File: src/shared/fpd_pkg.sv
// Purpose: constants and carrier types for the fast-page dynamic memory controller
// Assumes: 40 MHz mclk, 25 ns period
// Notes:   cycle counts derive from the printed times; least times round up
package fpd_pkg;
  localparam int CLK_PS              = 25000;
  localparam int ROW_ACTIVE_NS       = 50;
  localparam int ROW_PRECHARGE_NS    = 30;
  localparam int COL_PRECHARGE_NS    = 9;
  localparam int ROW_TO_COL_NS       = 12;
  localparam int COL_ACCESS_NS       = 25;
  localparam int ROW_ACCESS_NS       = 50;
  localparam int COL_PULSE_NS        = 20;
  localparam int CBR_SETUP_NS        = 5;
  localparam int POWER_UP_US         = 200;
  localparam int REFRESH_MS          = 16;
  localparam int REFRESH_ROWS        = 1024;
  localparam int WAKE_CYCLES         = 8;

  function automatic int ns_up(input int ns);
    int c;
    c = (ns * 1000 + CLK_PS - 1) / CLK_PS;
    return (c < 1) ? 1 : c;
  endfunction

  localparam int ROW_ACTIVE_CYC      = ns_up(ROW_ACTIVE_NS);
  localparam int ROW_PRECHARGE_CYC   = ns_up(ROW_PRECHARGE_NS);
  localparam int COL_PRECHARGE_CYC   = ns_up(COL_PRECHARGE_NS);
  localparam int ROW_TO_COL_CYC      = ns_up(ROW_TO_COL_NS);
  localparam int COL_PULSE_CYC       = ns_up(COL_PULSE_NS);
  localparam int CBR_SETUP_CYC       = ns_up(CBR_SETUP_NS);
  // read data are sampled once access is over: one edge of margin, two sync stages
  localparam int READ_WAIT_CYC       = ns_up(COL_ACCESS_NS) + 3;
  localparam int POWER_UP_CYC        = (POWER_UP_US * 1000000) / CLK_PS;
  // longest refresh interval per row rounds down
  localparam int REFRESH_INT_CYC     = (REFRESH_MS * (1000000000 / CLK_PS)) / REFRESH_ROWS;
  localparam int TIMER_W             = 16;
  localparam int ADDR_W              = 10;
  localparam int DATA_W              = 16;
  localparam logic [2:0] WAKE_LAST   = 3'h7;

  typedef struct packed {
    logic [19:0] addr;   // row in the upper ten bits, column in the lower ten
    logic [15:0] wdata;
    logic [1:0]  lanes;  // bit 0 lower byte, bit 1 upper byte
    logic        write;
  } fpd_req_type;

  typedef struct packed {
    logic        row_strobe_n;
    logic        lower_col_strobe_n;
    logic        upper_col_strobe_n;
    logic        write_en_n;
    logic        out_en_n;
  } fpd_strobe_type;
endpackage

File: src/hw/fpd_timer.sv
// Purpose: down-counter that times strobe phases
// Assumes: load and count share the clock enable of the controller
// Notes:   done is high while the count stands at zero
`timescale 1ns/1ps
module fpd_timer (
  input  wire logic                      mclk,
  input  wire logic                      resetn,
  input  wire logic                      ce,
  input  wire logic                      load,
  input  wire logic [fpd_pkg::TIMER_W-1:0] value,
  output logic                           done
);
  logic [fpd_pkg::TIMER_W-1:0] count;

  // load wins over counting down
  always_ff @(posedge mclk or negedge resetn) begin
    if (!resetn) begin
      count <= '0;
    end else if (ce) begin
      if (load) begin
        count <= value;
      end else if (count != '0) begin
        count <= count - 1'b1;
      end
    end
  end

  assign done = (count == '0);
endmodule

File: src/hw/fpd_ctrl.sv
// Purpose: controller driving an asynchronous fast-page dynamic memory by its strobes
// Assumes: one request port; refresh and wake-up are generated internally
// Notes:   holds a row open for page hits; refresh by column-before-row
`timescale 1ns/1ps
module fpd_ctrl #(
  parameter int POWER_UP_CYCLES = fpd_pkg::POWER_UP_CYC,
  parameter int REFRESH_CYCLES  = fpd_pkg::REFRESH_INT_CYC
) (
  input  wire logic                       mclk,
  input  wire logic                       resetn,
  input  wire logic                       ce,
  input  wire logic                       req_valid,
  input  wire fpd_pkg::fpd_req_type       req,
  output logic                            req_ready,
  output logic                            rsp_valid,
  output logic [fpd_pkg::DATA_W-1:0]      rsp_data,
  output logic                            init_done,
  output fpd_pkg::fpd_strobe_type         strobes,
  output logic [fpd_pkg::ADDR_W-1:0]      mux_address_bus,
  output logic [fpd_pkg::DATA_W-1:0]      data_pins_out,
  output logic [1:0]                      data_pins_oe,
  input  wire logic [fpd_pkg::DATA_W-1:0] data_pins_in
);
  typedef enum {
    ST_POWER, ST_IDLE, ST_ROW, ST_COL, ST_COL_PRE, ST_OPEN, ST_CLOSE,
    ST_PRE, ST_CBR_COL, ST_CBR_ROW
  } fpd_state_type;

  fpd_state_type               state;
  logic [fpd_pkg::DATA_W-1:0]  sync1;
  logic [fpd_pkg::DATA_W-1:0]  sync2;
  logic [fpd_pkg::ADDR_W-1:0]  open_row;
  logic                        row_open;
  logic [2:0]                  wake_count;
  logic                        waking;
  logic                        ref_due;
  logic                        ref_late;
  logic [fpd_pkg::TIMER_W-1:0] ref_count;
  logic [fpd_pkg::TIMER_W-1:0] ras_count;
  logic                        cur_write;
  logic [1:0]                  cur_lanes;
  logic [fpd_pkg::ADDR_W-1:0]  cur_col;
  logic                        t_load;
  logic [fpd_pkg::TIMER_W-1:0] t_value;
  logic                        t_done;

  function automatic logic [fpd_pkg::TIMER_W-1:0] cyc(input int n);
    return fpd_pkg::TIMER_W'(n - 1);
  endfunction

  // decode of the request against the open row
  wire [fpd_pkg::ADDR_W-1:0] req_row  = req.addr[19:10];
  wire [fpd_pkg::ADDR_W-1:0] req_col  = req.addr[9:0];
  wire                       page_hit = row_open && (req_row == open_row);
  wire                       ras_ok   = (ras_count >= fpd_pkg::TIMER_W'(fpd_pkg::ROW_ACTIVE_CYC));
  wire                       take     = req_valid && req_ready;
  wire                       row_set  = (mux_address_bus == req_row);

  fpd_timer u_timer (
    .mclk   (mclk),
    .resetn (resetn),
    .ce     (ce),
    .load   (t_load),
    .value  (t_value),
    .done   (t_done)
  );

  // data pins come from outside the clock domain: two flops before use
  always_ff @(posedge mclk or negedge resetn) begin
    if (!resetn) begin
      sync1 <= '0;
      sync2 <= '0;
    end else if (ce) begin
      sync1 <= data_pins_in;
      sync2 <= sync1;
    end
  end

  // refresh interval timer and row-active time counter
  always_ff @(posedge mclk or negedge resetn) begin
    if (!resetn) begin
      ref_count <= '0;
      ref_due   <= 1'b0;
      ref_late  <= 1'b0;
      ras_count <= '0;
    end else if (ce) begin
      ras_count <= strobes.row_strobe_n ? '0 : ras_count + 1'b1;
      if (state == ST_CBR_ROW && t_done) begin
        ref_count <= '0;
        ref_due   <= 1'b0;
        ref_late  <= 1'b0;
      end else if (state == ST_POWER) begin
        ref_count <= ref_count + 1'b1;
      end else if (init_done) begin
        ref_count <= ref_count + 1'b1;
        if (ref_count == fpd_pkg::TIMER_W'(REFRESH_CYCLES - 1)) begin
          ref_due <= 1'b1;
        end
        if (ref_count == fpd_pkg::TIMER_W'(2 * REFRESH_CYCLES - 1)) begin
          ref_late <= 1'b1;
        end
      end
    end
  end

  // timer load requests per state transition
  always_comb begin
    t_load  = 1'b0;
    t_value = '0;
    case (state)
      ST_POWER: begin
        t_load  = 1'b0;
      end
      ST_ROW: begin
        t_load  = t_done;
        t_value = cur_write ? cyc(fpd_pkg::COL_PULSE_CYC) : cyc(fpd_pkg::READ_WAIT_CYC);
      end
      ST_COL: begin
        t_load  = t_done;
        t_value = cyc(fpd_pkg::COL_PRECHARGE_CYC);
      end
      ST_OPEN: begin
        t_load  = take && page_hit;
        t_value = cyc(1);
      end
      ST_CLOSE: begin
        t_load  = ras_ok;
        t_value = cyc(fpd_pkg::ROW_PRECHARGE_CYC);
      end
      ST_IDLE: begin
        t_load  = 1'b1;
        t_value = (ref_due || waking) ? cyc(fpd_pkg::CBR_SETUP_CYC)
                                      : cyc(fpd_pkg::ROW_TO_COL_CYC + 1);
      end
      ST_CBR_COL: begin
        t_load  = t_done;
        t_value = cyc(fpd_pkg::ROW_ACTIVE_CYC);
      end
      ST_CBR_ROW: begin
        t_load  = t_done;
        t_value = cyc(fpd_pkg::ROW_PRECHARGE_CYC);
      end
      default: begin
        t_load  = 1'b0;
      end
    endcase
  end

  // main sequencer
  always_ff @(posedge mclk or negedge resetn) begin
    if (!resetn) begin
      state           <= ST_POWER;
      strobes         <= '1;
      mux_address_bus <= '0;
      data_pins_out   <= '0;
      data_pins_oe    <= 2'h0;
      req_ready       <= 1'b0;
      rsp_valid       <= 1'b0;
      rsp_data        <= '0;
      init_done       <= 1'b0;
      open_row        <= '0;
      row_open        <= 1'b0;
      wake_count      <= 3'h0;
      waking          <= 1'b1;
      cur_write       <= 1'b0;
      cur_lanes       <= 2'h0;
      cur_col         <= '0;
    end else if (ce) begin
      rsp_valid <= 1'b0;
      req_ready <= 1'b0;
      case (state)
        ST_POWER: begin
          // power-up pause counted in the refresh counter
          if (ref_count >= fpd_pkg::TIMER_W'(POWER_UP_CYCLES)) begin
            state <= ST_IDLE;
          end
        end
        ST_IDLE: begin
          strobes <= '1;
          if (ref_due || waking) begin
            strobes.lower_col_strobe_n <= 1'b0;
            strobes.upper_col_strobe_n <= 1'b0;
            data_pins_oe               <= 2'h0;
            state                      <= ST_CBR_COL;
          end else begin
            // row address settles one cycle before the row strobe falls
            mux_address_bus <= req_row;
            if (req_valid && row_set) begin
              strobes.row_strobe_n <= 1'b0;
              open_row             <= req_row;
              row_open             <= 1'b1;
              cur_write            <= req.write;
              cur_lanes            <= req.lanes;
              cur_col              <= req_col;
              req_ready            <= 1'b1;
              data_pins_out        <= req.wdata;
              state                <= ST_ROW;
            end
          end
        end
        ST_ROW: begin
          if (t_done) begin
            // early write: data precede the column strobes; write enable falls on the same edge as them
            strobes.write_en_n         <= ~cur_write;
            strobes.out_en_n           <= cur_write;
            strobes.lower_col_strobe_n <= ~cur_lanes[0];
            strobes.upper_col_strobe_n <= ~cur_lanes[1];
            state                      <= ST_COL;
          end else begin
            // column address and write data settle before the column strobes
            mux_address_bus <= cur_col;
            data_pins_oe    <= cur_write ? cur_lanes : 2'h0;
          end
        end
        ST_OPEN: begin
          if (take && page_hit) begin
            mux_address_bus <= req_col;
            cur_write       <= req.write;
            cur_lanes       <= req.lanes;
            data_pins_out   <= req.wdata;
            data_pins_oe    <= req.write ? req.lanes : 2'h0;
            state           <= ST_ROW;
          end else begin
            // ready only for a held request that hits the open row
            req_ready <= !ref_due && req_valid && page_hit;
            if (ref_due || (req_valid && !page_hit && !req_ready)) begin
              state <= ST_CLOSE;
            end
          end
        end
        ST_COL: begin
          if (t_done) begin
            // read data sampled after every access time has run out
            rsp_data  <= sync2;
            rsp_valid <= 1'b1;
            strobes.lower_col_strobe_n <= 1'b1;
            strobes.upper_col_strobe_n <= 1'b1;
            strobes.write_en_n         <= 1'b1;
            strobes.out_en_n           <= 1'b1;
            data_pins_oe               <= 2'h0;
            state                      <= ST_COL_PRE;
          end
        end
        ST_COL_PRE: begin
          if (t_done) begin
            state <= ST_OPEN;
          end
        end
        ST_CLOSE: begin
          if (ras_ok) begin
            strobes  <= '1;
            row_open <= 1'b0;
            state    <= ST_PRE;
          end
        end
        ST_PRE: begin
          if (t_done) begin
            state <= ST_IDLE;
          end
        end
        ST_CBR_COL: begin
          if (t_done) begin
            strobes.row_strobe_n <= 1'b0;
            state                <= ST_CBR_ROW;
          end
        end
        ST_CBR_ROW: begin
          if (t_done) begin
            strobes <= '1;
            if (waking) begin
              wake_count <= wake_count + 1'b1;
              if (wake_count == fpd_pkg::WAKE_LAST) begin
                waking    <= 1'b0;
                init_done <= 1'b1;
              end
            end else if (ref_late) begin
              waking     <= 1'b1;
              wake_count <= 3'h0;
              init_done  <= 1'b0;
            end
            state <= ST_PRE;
          end
        end
        default: begin
          state <= ST_IDLE;
        end
      endcase
    end
  end
endmodule

File: config.mk
export PLATFORM = sky130hd
export DESIGN_NAME = fpd_ctrl
export DESIGN_NICKNAME = d
export VERILOG_FILES = /design/src/shared/fpd_pkg.sv /design/src/hw/fpd_timer.sv /design/src/hw/fpd_ctrl.sv
export SDC_FILE = /design/constraint.sdc
export NUM_CORES = 1
export LEC_CHECK = 0
export ABC_CLOCK_PERIOD_IN_PS = 2550
export BUFFER_PORTS_ARGS = -buffer_cell sky130_fd_sc_hd__clkbuf_2
export CELL_PAD_IN_SITES_DETAIL_PLACEMENT = 1
export CELL_PAD_IN_SITES_GLOBAL_PLACEMENT = 1
export CORE_MARGIN = 2
export CORE_UTILIZATION = 46
export CTS_CLUSTER_DIAMETER = 30
export CTS_CLUSTER_SIZE = 20
export DETAILED_ROUTE_END_ITERATION = 12
export PLACE_DENSITY_LB_ADDON = 0.1
export SETUP_SLACK_MARGIN = 0.2
export SYNTH_ARGS = -nofsm -noshare
export SYNTH_HDL_FRONTEND = slang
export SYNTH_SLANG_ARGS = --single-unit
File: constraint.sdc
create_clock -name mclk -period 2.55 [get_ports mclk]
set_input_delay 0.51 -clock mclk [delete_from_list [all_inputs] [get_ports mclk]]
set_output_delay 0.51 -clock mclk [all_outputs]
set_load 0.05 [all_outputs]
# Word level (Yosys, flattened, before mapping)
# Index checks and enable logic that the tools add are counted.
# word_totals
regBits,194
inputBits,59
out_inout_bits,52
word_cells,199
# classes
addsub,4
n_lt_le_gt_ge,2
n_eq_ne,32
n_mux,82
bitwise,4
n_reduce_logical,48
# ops
cell,count
two-way mux 32 bit,12
one-hot mux 32 bit (10 select lines),1
two-way mux 16 bit,9
"== test 32 x 3 -> 1 bit, second input constant",4
"== test 32 x 2 -> 1 bit, second input constant",2
"== test 32 x 4 -> 1 bit, second input constant",2
logical NOT 32 bit,2
"adder 16 x 1 -> 16 bit, second input constant",2
"== test 32 x 1 -> 1 bit, second input constant",1
"== test 32 x 5 -> 1 bit, second input constant",1
one-hot mux 16 bit (2 select lines),1
two-way mux 10 bit,3
one-hot mux 10 bit (3 select lines),1
two-way mux 1 bit,29
"!= test 2 bit, second input constant",14
AND reduction 5 bit,5
two-way mux 2 bit,11
== test 10 bit,2
one-hot mux 4 bit (5 select lines),1
"== test 16 x 10 -> 1 bit, second input constant",1
"== test 16 x 11 -> 1 bit, second input constant",1
">= comparator 16 x 13 -> 1 bit, second input constant",1
">= comparator 16 x 2 -> 1 bit, second input constant",1
logical NOT 16 bit,1
29 further kinds,64

# Longest topological paths before layout
# depth
word_depth,9
ltp_mapped,10
depth_no_buf,8

# Hierarchy
# From an unflattened synthesis, not the netlist that was laid out.
# hier_totals
cells_unflattened,762
hier_area_um2,8260.4
# modules_own_cells
mod,instances,cells_per_inst,area_each_um2,seq_area_each_um2
fpd_ctrl,1,635,7155.6,3761.1
fpd_timer,1,127,1104.8,400.4

# Worst setup path after synthesis
# No wires, ideal clock.
# synth_timing
kind,reg-to-reg
start,reg mux_address_bus[4] (netlist name)
end,reg cur_lanes[0]
setup_time_ns,0.125
arrival_time_ns,2.362
required_ns,2.425
slack_ns,0.063
path_stages_with_launch,8
n_path_buf,1
synth_period_minus_slack_ns,2.487
path_cell_list,dfrtp_1 > xnor2_1 > nand4_1 > nor3_1 > nand3b_1 > a211oi_4 > buf_6 > mux2_2
# synth_via
elab_chain_len,4
# synth_lines
element,line_no,text
"start, declared",fpd_ctrl.sv:19,"output logic [fpd_pkg::ADDR_W-1:0] mux_address_bus,"
"start signal, assigned",fpd_ctrl.sv:187,mux_address_bus <= req_row;
"start signal, assigned",fpd_ctrl.sv:211,mux_address_bus <= cur_col;
"start signal, assigned",fpd_ctrl.sv:217,mux_address_bus <= req_col;
== test 10 bit,fpd_ctrl.sv:57,wire row_set = (mux_address_bus == req_row);
logical AND 1 bit,fpd_ctrl.sv:188,if (req_valid && row_set) begin
!= test 2 bit (no line),n/a,
AND reduction 5 bit (no line),n/a,
"end signal, assigned",fpd_ctrl.sv:193,cur_lanes <= req.lanes;
"end signal, assigned",fpd_ctrl.sv:219,cur_lanes <= req.lanes;
"end, declared",fpd_ctrl.sv:41,logic [1:0] cur_lanes;
# Every way passes these cells.
# A chain may end at the register's enable or synchronous reset.

# Worst setup path in the final report
# layout_timing
start,reg u_timer.count[4] (netlist name)
end,reg state[3]
# layout_via
elab_chain_len,3
word_cells_on_any_way,8
cone_classes,6 x eq/ne; 2 x reduce/logical
# layout_lines
element,line_no,text
"start, declared",fpd_timer.sv:13,logic [fpd_pkg::TIMER_W-1:0] count;
"start signal, assigned",fpd_timer.sv:21,count <= value;
"start signal, assigned",fpd_timer.sv:23,count <= count - 1'b1;
logical NOT 16 bit *,fpd_timer.sv:28,assign done = (count == '0);
!= test 2 bit (no line),n/a,
AND reduction 11 bit (no line) *,n/a,
"end signal, assigned",fpd_ctrl.sv:152,state <= ST_POWER;
"end signal, assigned",fpd_ctrl.sv:175,state <= ST_IDLE;
"end signal, assigned",fpd_ctrl.sv:184,state <= ST_CBR_COL;
"end, declared",fpd_ctrl.sv:29,fpd_state_type state;
# Every way passes the cells marked *; elsewhere a longest branch is shown, timed or not.

==> summary.md <==
| Metric | Value |
|---|---|
| Htree depth | 4 |
| Worst slew pin tran | 935.7 ps |
| Total wire length | 21,870 µm |
| Num ports | 111 |
| CP Max Fanout | 3 |
| Final non-filler cell total | 1,108 |
| Gr usage total | 23.00% |
| Core Rows | 48 |
| Most common cell after layout, fill and taps aside | dfrtp_1 |
| Min Tclk post-route | 2426 ps |
| Startpoint types | flip-flop |
| Slew Viols, Final | 0 |
| Nets | 938 |
| CP max stage cell | or4_4 |
| Vias in the first global route | 6,639 |
| Synth warn | 0 |
| Status | finished, final reports clean |
| Commonest non-fill, non-tap cells in the layout | 147 x dfrtp_1, 109 x clkbuf_2, 77 x mux2_2, 62 x nor2_1, 51 x nand2_1 |
| Initial antenna violation count | 0 |
| Core area | 17,300 µm² |
| Remaining DRCs | 0 |
| Cts hold-fix bufs | 0 |
| Worst path depth | 6 |
| Die H | 137.0 µm |
| Wire per inst | 19.74 µm |
| Met2 usage | 39.97% |
| Area leader, netlist | dfrtp_1 |
| Count of final hold-check violations | 0 |
| Share of total power in the clock network | 40.0% |
| Syn-to-layout area delta | 22.35% |
| Sequential share of the synthesized area | 51.12% |
| WP buf/inv | 0 |
| Hold Crit Class | primary input to async pin |
| Via density | 5.621 |
| Yosys reg bits | 166 |
| Mapped Cells | 730 |
| Largest net degree at the start of global routing | 68 |
| Cell Area, Synth | 8140 µm² |
| Dpl cells | 1,064 |
| RSZ-0062 raised after global routing | true |
| Place WS | 5.903 ps |
| Final setup TNS | 0 ps |
| Syn Area/Cell | 11.15 µm² |
| Static leakage | 0.004641 µW |
| DR vias | 6,228 |
| Synth unique cells | 66 |
| Max cap viols | 0 |
| Fmax achieved | 0.4121 GHz |
| Clock latency on the worst-skew pair | 440 ps |
| Global-route wire length before repair | 33,690 µm |
| Die W | 137.0 µm |
| CP delay by family, top | simple AND/OR/NAND/NOR gates |
| Worst path max stage delay | 520 ps |
| Cell Area, Placed | 9120 µm² |
| N_diodes | 0 |
| Router iterations before antenna repair | 4 |
| Starting DRT DRC Count | 253 |
| Total CTS buffers | 17 |
| Most used routing layer | met2 |
| Root Driver | clkbuf_16 |
| Worst Reg-to-Reg Cells | 6 |
| DIE AREA | 18,780 µm² |
| Max VDD drop | 446.4 µV |
| Top cell type's share of synthesized area | 49.19% |
| Slew margin rel. | 37.39% |
| Gr ovfl total | 0 |
| Endpoints failing setup | 0 |
| Num Clock Sinks | 166 |
| Starting Density | 47.06% |
| Top cells by area, synth | dfrtp_1 49%, mux2_2 13%, nor2_1 2.9%, xnor2_1 2.8%, xor2_1 2.6% |
| FF-to-FF End | state[3] |
| CTS tree | built |
| Post-synth EDFFs | 0 |
| Worst setup margin | 123.7 ps |
| Layout cells sized above 1 | 37.60% |
| Worst r2r src | u_timer.count[4] |
| CP Capture Type | flip-flop |
| Pwr/cell area | 628.5 nW/µm² |
| Crit path from | u_timer.count[4] |
| WS Path Type | flip-flop to flip-flop |
| Cell internal pwr | 4522 µW |
| Sequential fraction of design power | 48.9% |
| Ys async rst share | 100.0% |
| Sw frac | 27.76% |
| Syn nets | 798 |
| GRT met1 Usage | 28.97% |
| CP cell instances | nor4_4 -> and3_4 -> a22oi_2 -> a31o_2 -> or4_4 -> a221o_1 |
| Dpl hpwl | 14,540 µm |
| Clock slew at the register clock pins of the worst setup and hold paths | 70 ps |
| Top_reg_cell synth | dfrtp_1 |
| Switching power of the nets | 1737 µW |
| Detail Route Antenna Nets | 0 |
| Comb power frac | 11.1% |
| Fin area | 9960 µm² |
| Met3 usage | 4.778% |
| Final core utilization | 57.58% |
| Critical Path AT | 2730 ps |
| WP data required | 2850 ps |
| Period Utilization, post-route | 95.15% |
| Max Buffers Root-to-Sink | 2 |
| Placer Congestion | 0.8767 |
| Max Clock Skew | 15.51 ps |
| Critical Path End | state[3] |
| R2r setup slk | 120 ps |
| PortBufs | 110 |
==> timing repair <==
item | CTS | global route
gates resized for setup | 5 | 32
endpoints found under the setup margin | 30 | 67
gates cloned | 0 | 4
pin swaps | 3 | 4
buffers inserted | 3 | 5
==> cells in the mapped netlist (all sizes together) (2+ instances only) <==
library cell and instances:
o21ai 31, nor4 14, inv 19, a22o 2
nor3 9, or4 3, nand2 53, mux2 105
mux2i 2, a31oi 4, nor2 64, a22oi 11
nor3b 3, o311ai 2, o211ai 7, or3 6
a21oi 20, a32o 4, ha 9, nand3 35
o31ai 4, nor4b 2, dfstp 6, buf 12
o2bb2ai 2, dfrtp 160, and4 5, xnor2 26
nor2b 6, nand4 16, xor2 24, nand2b 8
nand4b 3, o2111ai 5, and3 9, clkbuf 20
and2 3, nand3b 3
==> power by group through the flow <==
stage | clock, µW | sequential, µW | combinational (µW)
floorplan | 0 | 3050 | 399
global placement | 0 | 3090 | 597
detailed placement | 0 | 3110 | 648
CTS | 2530 | 3060 | 685
global route | 2660 | 3100 | 787
finish | 2510 | 3060 | 693
==> worst min path at each step <==
stage                    endpoint  slack, ps  cells past startpoint
3_3_place_gp           strobes[1]        460                      2
5_1_grt               open_row[4]         50                      1
4_1_cts        mux_address_bus[7]         30                      1
3_5_place_dp           strobes[1]        490                      2
6_report              open_row[3]         20                      1
2_1_floorplan          cur_col[0]        210                      0
==> cell families after synthesis <==
group                    after synthesis  synth area share, %
flip-flops                           166                51.12
buffers and inverters                 51                2.813
XOR/XNOR                              50                5.380
multiplexers                         107                15.19
AO/OA/AOI/OAI                        103                8.546
AND/OR/NAND/NOR                      244                15.57
adder cells (fa/ha/maj)                9                1.383
==> worst reg2reg max path: stages (launching register included) <==
cell and delay, ps:
dfrtp_2 430, nor4_4 400, and3_4 290, a22oi_2 90
a31o_2 250, or4_4 520, a221o_1 310
==> layout make-up <==
| class | count | area (µm²) |
|---|---|---|
| Fill cell | 1861 | 7337 |
| Sequential cell | 166 | 4178 |
| Multi-Input combinational cell | 514 | 3913 |
| Timing Repair Buffer | 152 | 959.7 |
| Clock buffer | 20 | 436.7 |
| Tap cell | 225 | 281.5 |
| Clock inverter | 12 | 120.1 |
| Inverter | 19 | 71.32 |
==> metrics by stage <==
| stage | total power (µW) | hold WS (ps) |
|---|---|---|
| after floorplan | 3454 | 214.4 |
| after global placement | 3689 | 459.8 |
| after detailed placement | 3760 | 489.8 |
| after CTS | 6274 | 31.68 |
| after global routing | 6537 | 46.95 |
| final | 6259 | 21.99 |
==> per-layer routing <==
| metal | part of all wire (%) | vias to the layer above |
|---|---|---|
| li1 | - | 2904 |
| met2 | 52 | 129 |
| met1 | 42 | 3160 |
| met3 | 3.5 | 35 |
| met4 | 1.7 | 0 |
| met5 | 0 | - |
==> registers in the layout, indices dropped and copies added, names as in the netlist, 3 cells and up <==
name and cells:
cur_col 10, data_pins_out 16, mux_address_bus 10, open_row 10, ras_count 16, ref_count 16, rsp_data 16, state 4
strobes 5, sync1 16, sync2 16, u_timer.count 16, wake_count 3
No activity file was read; power rests on OpenSTA's default activity.
